===== config.mk =====
export PLATFORM = sky130hd
export DESIGN_NAME = kms_scanner
export DESIGN_NICKNAME = d
export VERILOG_FILES = /design/src/design/kms_pkg.sv /design/src/design/kms_scanner.sv
export SDC_FILE = /design/constraint.sdc
export NUM_CORES = 1
export LEC_CHECK = 0
export ABC_AREA = 1
export BUFFER_PORTS_ARGS = -buffer_cell sky130_fd_sc_hd__buf_2
export CAP_MARGIN = 10
export CORE_MARGIN = 2
export CORE_UTILIZATION = 28
export CTS_BUF_LIST = sky130_fd_sc_hd__clkbuf_4
export CTS_CLUSTER_SIZE = 12
export DETAILED_ROUTE_END_ITERATION = 16
export MAX_ROUTING_LAYER = met4
export SLEW_MARGIN = 20
export SYNTH_ARGS = -nofsm -noshare
export SYNTH_HDL_FRONTEND = slang
export SYNTH_SLANG_ARGS = --single-unit

===== constraint.sdc =====
create_clock -name ref_clk_i -period 3.7 [get_ports ref_clk_i]
set_input_delay 0.74 -clock ref_clk_i [delete_from_list [all_inputs] [get_ports ref_clk_i]]
set_output_delay 0.74 -clock ref_clk_i [all_outputs]
set_load 0.03 [all_outputs]

===== src/design/kms_pkg.sv =====
package kms_pkg;
  localparam int KMS_ROWS = 8;
  localparam int KMS_COLS = 20;
  localparam int KMS_KEYS = KMS_ROWS * KMS_COLS;
  localparam int KMS_DEPTH = 16;
  localparam int KMS_NMOD = 4;
  localparam int KMS_AW = 8;

  // Timing
  localparam int CLK_HZ = 50_000_000;
  localparam int CLK_MHZ = 50;
  localparam int TICK_HZ = 128_000;
  localparam logic [8:0] TICK_DIV = 9'(CLK_HZ / TICK_HZ);
  localparam int FILT_NS = 5000;
  localparam logic [8:0] FILT_CYC = 9'((FILT_NS * CLK_MHZ + 999) / 1000);

  // Register map
  localparam logic [KMS_AW-1:0] KMS_CTRL_OFF = 8'h00;
  localparam logic [KMS_AW-1:0] KMS_STAT_OFF = 8'h04;
  localparam logic [KMS_AW-1:0] KMS_DATA_OFF = 8'h08;
  localparam logic [KMS_AW-1:0] KMS_MODS_OFF = 8'h0c;
  localparam logic [KMS_AW-1:0] KMS_MHIT_OFF = 8'h10;

  // Field layout
  localparam int CTRL_EN_BIT = 0;
  localparam int CTRL_COL_LSB = 8;
  localparam int CTRL_ROW_LSB = 16;
  localparam int STAT_GHOST_BIT = 0;
  localparam int STAT_OVF_BIT = 1;
  localparam int STAT_BUSY_BIT = 2;
  localparam int STAT_REQ_BIT = 3;
  localparam int STAT_CNT_LSB = 4;
  localparam int DATA_VALID_BIT = 8;

  // Reset values
  localparam logic [4:0] COL_LAST_RST = 5'h13;
  localparam logic [2:0] ROW_LAST_RST = 3'h7;
  localparam logic [31:0] MODS_RST = 32'hffff_ffff;

  localparam logic [1:0] RESP_OKAY = 2'h0;
  localparam logic [1:0] RESP_SLVERR = 2'h2;

  typedef enum logic [3:0] {
    ST_IDLE = 4'b0001,
    ST_SETTLE = 4'b0010,
    ST_SCAN = 4'b0100,
    ST_SEND = 4'b1000
  } kms_fsm_t;

  typedef struct packed {
    logic awvalid;
    logic [KMS_AW-1:0] awaddr;
    logic wvalid;
    logic [31:0] wdata;
    logic [3:0] wstrb;
    logic bready;
    logic arvalid;
    logic [KMS_AW-1:0] araddr;
    logic rready;
  } kms_axi_req_t;

  typedef struct packed {
    logic awready;
    logic wready;
    logic bvalid;
    logic [1:0] bresp;
    logic arready;
    logic rvalid;
    logic [31:0] rdata;
    logic [1:0] rresp;
  } kms_axi_rsp_t;
endpackage : kms_pkg


===== src/design/kms_scanner.sv =====
module kms_scanner import kms_pkg::*; (
  input wire logic ref_clk_i,
  input wire logic sys_rst_i,
  input wire logic [KMS_ROWS-1:0] row_i,
  input wire logic osc_shared_i,
  input wire kms_axi_req_t axi_i,
  output logic [KMS_COLS-1:0] col_o,
  output logic clk_req_o,
  output kms_axi_rsp_t axi_o
);
  typedef struct packed {
    kms_fsm_t fsm;
    logic [8:0] div;
    logic tick;
    logic [7:0] rs1;
    logic [7:0] rs2;
    logic [7:0] rlast;
    logic [7:0] rows_f;
    logic [8:0] fcnt;
    logic en;
    logic [4:0] col_last;
    logic [2:0] row_last;
    logic [31:0] mods;
    logic [3:0] mod_live;
    logic [3:0] mod_hit;
    logic [2:0] row;
    logic [4:0] col;
    logic [7:0] kidx;
    logic [7:0] rowhit;
    logic any;
    logic ghost;
    logic ovf;
    logic [KMS_KEYS-1:0] map;
    logic [KMS_DEPTH-1:0][7:0] fifo;
    logic [3:0] wp;
    logic [3:0] rp;
    logic [4:0] cnt;
    logic [KMS_COLS-1:0] col_drv;
    logic req;
    logic aw_have;
    logic w_have;
    logic [KMS_AW-1:0] awaddr;
    logic [31:0] wdata;
    logic [3:0] wstrb;
    kms_axi_rsp_t rsp;
  } kms_st_t;

  kms_st_t s;
  kms_st_t n;
  logic [7:0] rows_m;
  logic key;
  logic is_mod;
  logic [1:0] mod_sel;
  logic last_row;
  logic last_col;
  logic push;
  logic pop;
  logic push_ok;
  logic [31:0] ctrl_rd;
  logic [31:0] stat_rd;
  logic [31:0] wr_val;

  function automatic logic [7:0] row_mask(input logic [2:0] last);
    logic [7:0] m;
    m = '0;
    for (int i = 0; i < KMS_ROWS; i++) begin
      m[i] = (3'(i) <= last);
    end
    return m;
  endfunction : row_mask

  function automatic logic [3:0] popc(input logic [7:0] v);
    logic [3:0] c;
    c = '0;
    for (int i = 0; i < KMS_ROWS; i++) begin
      c = c + 4'(v[i]);
    end
    return c;
  endfunction : popc

  function automatic logic [31:0] merge(input logic [31:0] o, input logic [31:0] v, input logic [3:0] b);
    logic [31:0] r;
    r = o;
    for (int i = 0; i < 4; i++) begin
      if (b[i]) begin
        r[i*8 +: 8] = v[i*8 +: 8];
      end
    end
    return r;
  endfunction : merge

  function automatic logic [KMS_COLS-1:0] col_sel(input logic [4:0] c);
    return KMS_COLS'(1) << c;
  endfunction : col_sel

  always_comb begin
    n = s;
    n.tick = 1'b0;
    push = 1'b0;
    pop = 1'b0;
    push_ok = 1'b0;
    wr_val = '0;
    ctrl_rd = '0;
    ctrl_rd[CTRL_EN_BIT] = s.en;
    ctrl_rd[CTRL_COL_LSB +: 5] = s.col_last;
    ctrl_rd[CTRL_ROW_LSB +: 3] = s.row_last;
    stat_rd = '0;
    stat_rd[STAT_GHOST_BIT] = s.ghost;
    stat_rd[STAT_OVF_BIT] = s.ovf;
    stat_rd[STAT_BUSY_BIT] = (s.fsm != ST_IDLE);
    stat_rd[STAT_REQ_BIT] = s.req;
    stat_rd[STAT_CNT_LSB +: 5] = s.cnt;

    // Row pins: two-flop sync, then accept only a level stable for the filter time
    n.rs1 = row_i;
    n.rs2 = s.rs1;
    if (s.rs2 != s.rlast) begin
      n.rlast = s.rs2;
      n.fcnt = '0;
    end else if (s.fcnt != FILT_CYC) begin
      n.fcnt = s.fcnt + 9'h001;
    end else begin
      n.rows_f = s.rlast;
    end

    // Scan tick runs while the shared oscillator is on, ours or another's
    if (s.req || osc_shared_i) begin
      if (s.div == TICK_DIV - 9'h001) begin
        n.div = '0;
        n.tick = 1'b1;
      end else begin
        n.div = s.div + 9'h001;
      end
    end else begin
      n.div = '0;
    end

    rows_m = s.rows_f & row_mask(s.row_last);
    key = rows_m[s.row];
    last_row = (s.row == s.row_last);
    last_col = (s.col == s.col_last);
    is_mod = 1'b0;
    mod_sel = '0;
    for (int i = 0; i < KMS_NMOD; i++) begin
      if (s.mods[i*8 +: 8] == s.kidx) begin
        is_mod = 1'b1;
        mod_sel = 2'(i);
      end
    end

    // Register writes: both address and data held, then one response
    if (axi_i.awvalid && s.rsp.awready) begin
      n.aw_have = 1'b1;
      n.awaddr = axi_i.awaddr;
    end
    if (axi_i.wvalid && s.rsp.wready) begin
      n.w_have = 1'b1;
      n.wdata = axi_i.wdata;
      n.wstrb = axi_i.wstrb;
    end
    if (s.rsp.bvalid && axi_i.bready) begin
      n.rsp.bvalid = 1'b0;
    end
    if (s.aw_have && s.w_have && !s.rsp.bvalid) begin
      n.aw_have = 1'b0;
      n.w_have = 1'b0;
      n.rsp.bvalid = 1'b1;
      n.rsp.bresp = RESP_OKAY;
      unique case (s.awaddr)
        KMS_CTRL_OFF: begin
          wr_val = merge(ctrl_rd, s.wdata, s.wstrb);
          n.en = wr_val[CTRL_EN_BIT];
          // Column count above the matrix width saturates
          n.col_last = (wr_val[CTRL_COL_LSB +: 5] > COL_LAST_RST) ? COL_LAST_RST : wr_val[CTRL_COL_LSB +: 5];
          n.row_last = wr_val[CTRL_ROW_LSB +: 3];
        end
        KMS_STAT_OFF: begin
          if (s.wstrb[0]) begin
            n.ghost = s.ghost & ~s.wdata[STAT_GHOST_BIT];
            n.ovf = s.ovf & ~s.wdata[STAT_OVF_BIT];
          end
        end
        KMS_MODS_OFF: n.mods = merge(s.mods, s.wdata, s.wstrb);
        KMS_DATA_OFF, KMS_MHIT_OFF: ;
        default: n.rsp.bresp = RESP_SLVERR;
      endcase
    end
    n.rsp.awready = !n.aw_have && !n.rsp.bvalid;
    n.rsp.wready = !n.w_have && !n.rsp.bvalid;

    // Register reads
    if (s.rsp.rvalid && axi_i.rready) begin
      n.rsp.rvalid = 1'b0;
    end
    if (axi_i.arvalid && s.rsp.arready) begin
      n.rsp.rvalid = 1'b1;
      n.rsp.rresp = RESP_OKAY;
      n.rsp.rdata = '0;
      unique case (axi_i.araddr)
        KMS_CTRL_OFF: n.rsp.rdata = ctrl_rd;
        KMS_STAT_OFF: n.rsp.rdata = stat_rd;
        KMS_MODS_OFF: n.rsp.rdata = s.mods;
        KMS_MHIT_OFF: n.rsp.rdata[KMS_NMOD-1:0] = s.mod_hit;
        KMS_DATA_OFF: begin
          if (s.cnt != 5'h00) begin
            n.rsp.rdata[7:0] = s.fifo[s.rp];
            n.rsp.rdata[DATA_VALID_BIT] = 1'b1;
            pop = 1'b1;
          end
        end
        default: n.rsp.rresp = RESP_SLVERR;
      endcase
    end
    n.rsp.arready = !n.rsp.rvalid;

    unique case (s.fsm)
      ST_IDLE: begin
        n.col_drv = '1;
        n.req = 1'b0;
        n.rowhit = '0;
        n.kidx = '0;
        n.map = '0;
        n.row = '0;
        n.col = '0;
        n.any = 1'b0;
        n.mod_live = '0;
        n.mod_hit = '0;
        if (s.en && (|rows_m)) begin
          n.fsm = ST_SETTLE;
          n.req = 1'b1;
          n.col_drv = col_sel(5'h00);
        end
      end
      // One tick for the first column to settle through the filter
      ST_SETTLE: begin
        if (s.tick) begin
          n.fsm = ST_SCAN;
        end
      end
      ST_SCAN: begin
        if (s.tick) begin
          n.map[s.kidx] = 1'b0;
          if (key) begin
            n.any = 1'b1;
            if (s.rowhit[s.row]) begin
              // Possible ghost: hold the key back until the pattern clears
              n.ghost = 1'b1;
            end else if (is_mod) begin
              n.mod_live[mod_sel] = 1'b1;
              n.map[s.kidx] = 1'b1;
            end else begin
              n.map[s.kidx] = 1'b1;
              push = !s.map[s.kidx];
            end
          end
          if (last_row && (popc(rows_m) >= 4'h2)) begin
            n.rowhit = s.rowhit | rows_m;
          end
          if (last_row && last_col) begin
            n.fsm = ST_SEND;
          end else begin
            n.kidx = s.kidx + 8'h01;
            if (last_row) begin
              n.row = '0;
              n.col = s.col + 5'h01;
              n.col_drv = col_sel(s.col + 5'h01);
            end else begin
              n.row = s.row + 3'h1;
            end
          end
        end
      end
      ST_SEND: begin
        n.mod_hit = s.mod_live;
        n.mod_live = '0;
        n.row = '0;
        n.col = '0;
        n.kidx = '0;
        n.rowhit = '0;
        n.any = 1'b0;
        if (s.any) begin
          n.fsm = ST_SETTLE;
          n.col_drv = col_sel(5'h00);
        end else begin
          n.fsm = ST_IDLE;
          n.req = 1'b0;
          n.col_drv = '1;
        end
      end
      default: n.fsm = ST_IDLE;
    endcase

    if (!s.en) begin
      n.fsm = ST_IDLE;
      n.rowhit = '0;
      n.kidx = '0;
      n.req = 1'b0;
      n.col_drv = '1;
      push = 1'b0;
    end

    // Key-code buffer: a full buffer drops the newest code, never an old one
    if (pop) begin
      n.rp = s.rp + 4'h1;
    end
    if (push) begin
      if (s.cnt == 5'(KMS_DEPTH) && !pop) begin
        n.ovf = 1'b1;
      end else begin
        push_ok = 1'b1;
        n.fifo[s.wp] = s.kidx;
        n.wp = s.wp + 4'h1;
      end
    end
    n.cnt = s.cnt + 5'(push_ok) - 5'(pop);
  end

  always_ff @(posedge ref_clk_i) begin
    if (sys_rst_i) begin
      s <= '0;
      s.fsm <= ST_IDLE;
      s.col_drv <= '1;
      s.col_last <= COL_LAST_RST;
      s.row_last <= ROW_LAST_RST;
      s.mods <= MODS_RST;
      s.rsp.awready <= 1'b1;
      s.rsp.wready <= 1'b1;
      s.rsp.arready <= 1'b1;
    end else begin
      s <= n;
    end
  end

  assign col_o = s.col_drv;
  assign clk_req_o = s.req;
  assign axi_o = s.rsp;
endmodule : kms_scanner


==> flow_summary_export.csv <==
group,metric,value,unit
final_layout,mostFrequentLayoutCell,"nand2_1",
final_layout,fill_cells,10502,
die,ios,130,
routing,routedWlPerCell,15.0,um
timing,finClkSkew,0.101,ns
routing,dr.first_iter.drc_count,2206,
cts,ctsRootBufferMaster,"clkbuf_4",
die,rows,114,
routing,ant_nets,0,
synthesis,ys_ff_latch,538,
worst_setup_path,end_kind,"register",
timing,rsz0062_at_grt,"true",
routing,vias,26663,
cts,tritoncts,"built",
synthesis,synth_cell_types,49,
worst_setup_path,arrival,4.55,ns
die,die_height,315,um
cts,cts_num_sinks,538,
synthesis,yosys.area.top_type,"dfxtp_1",
final_layout,final_cells,5714,
run_status,violations,"setup timing",
timing,slew_violations,0,
synthesis,ys.flop_type,"dfxtp_1",
worst_hold_path,hp-class,"primary input to register",
die,dieWidth,315,um
cts,clk_latency,1.02,ns
synthesis,syn_avg_cell_area,6.46,um^2
power,cellPowerDensity,380,nW/um^2
timing,min_period,3.76,ns
final_layout,synthToLayoutAreaGrowth,16.5,%
worst_setup_path,worstSetupPathType,"register to register",
timing,setup_ws,-0.0579,ns
routing,vias_per_cell,4.67,
final_layout,final_cell_mix,"nand2_1 (1197), nor2_1 (674), dfxtp_1 (531)",
global_route,grt_util_all_layers,17.2,%
cts,path_clk_slew,0.06,ns
worst_setup_path,critical-path-slowest-cell,"fa_2",
synthesis,yosysSeqAreaShare,39.8,%
worst_setup_path,rr_worst_depth,17,
place,dp_cells,5376,
synthesis,yosysTopAreaCellShare,39.8,%
timing,finalHoldViolations,0,
timing,worst_pin_slew,1.11,ns
synthesis,syn-instance-count,4194,
global_route,antenna_found_initial,1,
final_layout,nets,4439,
die,die_area,99200,um^2
flow_run,maxCapViolCount,0,
worst_setup_path,crit_top_cell,"fa_1",
worst_setup_path,startpoint_type,"register",
power,leakagePower,0.0137,uW
timing,fmax,266,MHz
worst_hold_path,whs_path_depth,2,
synthesis,netlist_top_cells_area,"dfxtp_1 (40%), nand2_1 (17%), nor2_1 (9.4%)",
place,dpl_cell_area,28600,um^2
cts,cts_buffer_depth,3,
worst_setup_path,slowest_delay,0.52,ns
worst_setup_path,required,4.49,ns
die,core-area,96300,um^2
place,place_congestion,0.913,
timing,min_period_over_period,102,%
synthesis,yosysWarnings,0,
global_route,grt_pass1_vias,24532,
routing,drc,0,
place,port_buffers,127,
synthesis,syn_area,27100,um^2
worst_setup_path,path_cells,"nor2_4, nand2_2, nand2_2, inv_2, fa_1, inv_1, fa_1, fa_1, inv_1, ha_2, inv_2, fa_2, o21ai_2, o31ai_4, nor2_4, nand2_1, a21oi_1",
routing,wl,85600,um
final_layout,final_area,31500,um^2
global_route,grt_max_degree,184,
synthesis,synth_edf_count,0,
final_layout,drive_gt1_share,12.5,%
cts,numCtsBuffers,152,
routing,drt_first_pass_iters,5,
synthesis,async_flop_share,0,%
timing,finalSetupViolations,10,
power,vdd_drop_max,0.000239,V
global_route,grt_pass1_wl,133000,um
timing,relSlewSlack,26.2,%
cts,htree_levels,4,
global_route,overflow,0,
run_status,outcome,"finished with violations",
place,hpwl,53900,um
worst_setup_path,cp_max_fo,7,
die,start_util,28.1,%
## worst paths after layout
| path | startpoint | endpoint | slack [ns] |
|---|---|---|---|
| max | ctrl_rd[16]$_SDFFE_PP1P_ | s[414]$_SDFFE_PP0P_ | -0.06 |
| min | sys_rst_i | s[409]$_SDFF_PP0_ | 0.13 |
| max reg2reg | ctrl_rd[16]$_SDFFE_PP1P_ | s[414]$_SDFFE_PP0P_ | -0.06 |
| min reg2reg | n[511]$_SDFF_PP0_ | s[511]$_SDFF_PP0_ | 0.40 |
## where the power goes
part	internal [uW]	leakage, uW	switching [uW]
registers	5880	0.00436	63.4
logic	157	0.00820	312
clock network	2960	0.00113	2620
total	9000	0.0137	3000
## area by class of cell
type | count | area [um^2] | area share (%)
diodes | 4 | 10.0 | 0.0317
clock buffers | 218 | 1640 | 5.19
clock inverters | 33 | 250 | 0.794
inverters | 406 | 1560 | 4.94
multi-input cells | 2946 | 13500 | 42.7
flip-flops and latches | 538 | 10800 | 34.2
well taps | 1276 | 1600 | 5.06
repair buffers | 292 | 2210 | 7.02
repair inverters | 1 | 7.51 | 0.0238
## flip-flops by register name (all words and copies together) (netlist names)
register,count
s,461
axi_o,39
col_o,20
ctrl_rd,9
n,8
clk_req_o,1
## worst max-delay path: cells and delay by family, from the launching register on
family / cells / cell delay, ns
simple gates: 5 / 0.44
buf+inv: 4 / 0.21
flops: 1 / 0.36
fa+ha+maj: 5 / 2.10
compound gates: 3 / 0.44
## stage by stage
step / total power [uW] / hold WS (ns) / setup WS, ns / TNS, ns / utilization (%)
2_1_floorplan: 6360 / 0.388 / 0.0541 / 0 / -
3_3_place_gp: 6490 / 0.395 / -0.169 / -1.11 / 29.7
3_5_place_dp: 6500 / 0.395 / -0.146 / -0.967 / 29.7
4_1_cts: 12200 / 0.00633 / -0.0490 / -0.205 / 32.4
5_1_grt: 12500 / 0.0983 / -0.170 / -2.42 / 32.7
6_report: 12000 / 0.126 / -0.0579 / -0.319 / 32.7
## cells by family after synthesis
| group | synth area share, % |
|---|---|
| buffers and inverters | 11.4 |
| AOI/OAI and AO/OA | 15.0 |
| DFF | 39.8 |
| and+or+nand+nor | 30.9 |
| other | 0.0138 |
| adders and majority gates | 1.71 |
| xor gates and xnor gates | 1.16 |
## cell usage after synthesis (29+ instances only)
library cell,number
a21oi_1,323
buf_2,38
buf_4,68
clkbuf_1,168
dfxtp_1,538
ha_1,29
inv_1,399
nand2_1,1203
nand3_1,130
nor2_1,681
o21ai_0,346
## per-layer routing
layer	track usage, %	routed length (um)	vias to the layer above
met5	-	0	-
met4	6.54	2610	0
met3	3.89	5670	160
met2	26.2	38200	784
met1	22.2	39100	12186
li1	-	-	13533
## what timing repair did
action | in CTS | in global routing
setup endpoints to repair | 7 | 30
pin swaps | 13 | 18
hold endpoints to repair | 54 | 0
resized for setup | 19 | 50
hold buffers | 53 | 0
cloned | 0 | 5
buffers inserted | 18 | 7
Power figures use the tool's default switching activity.
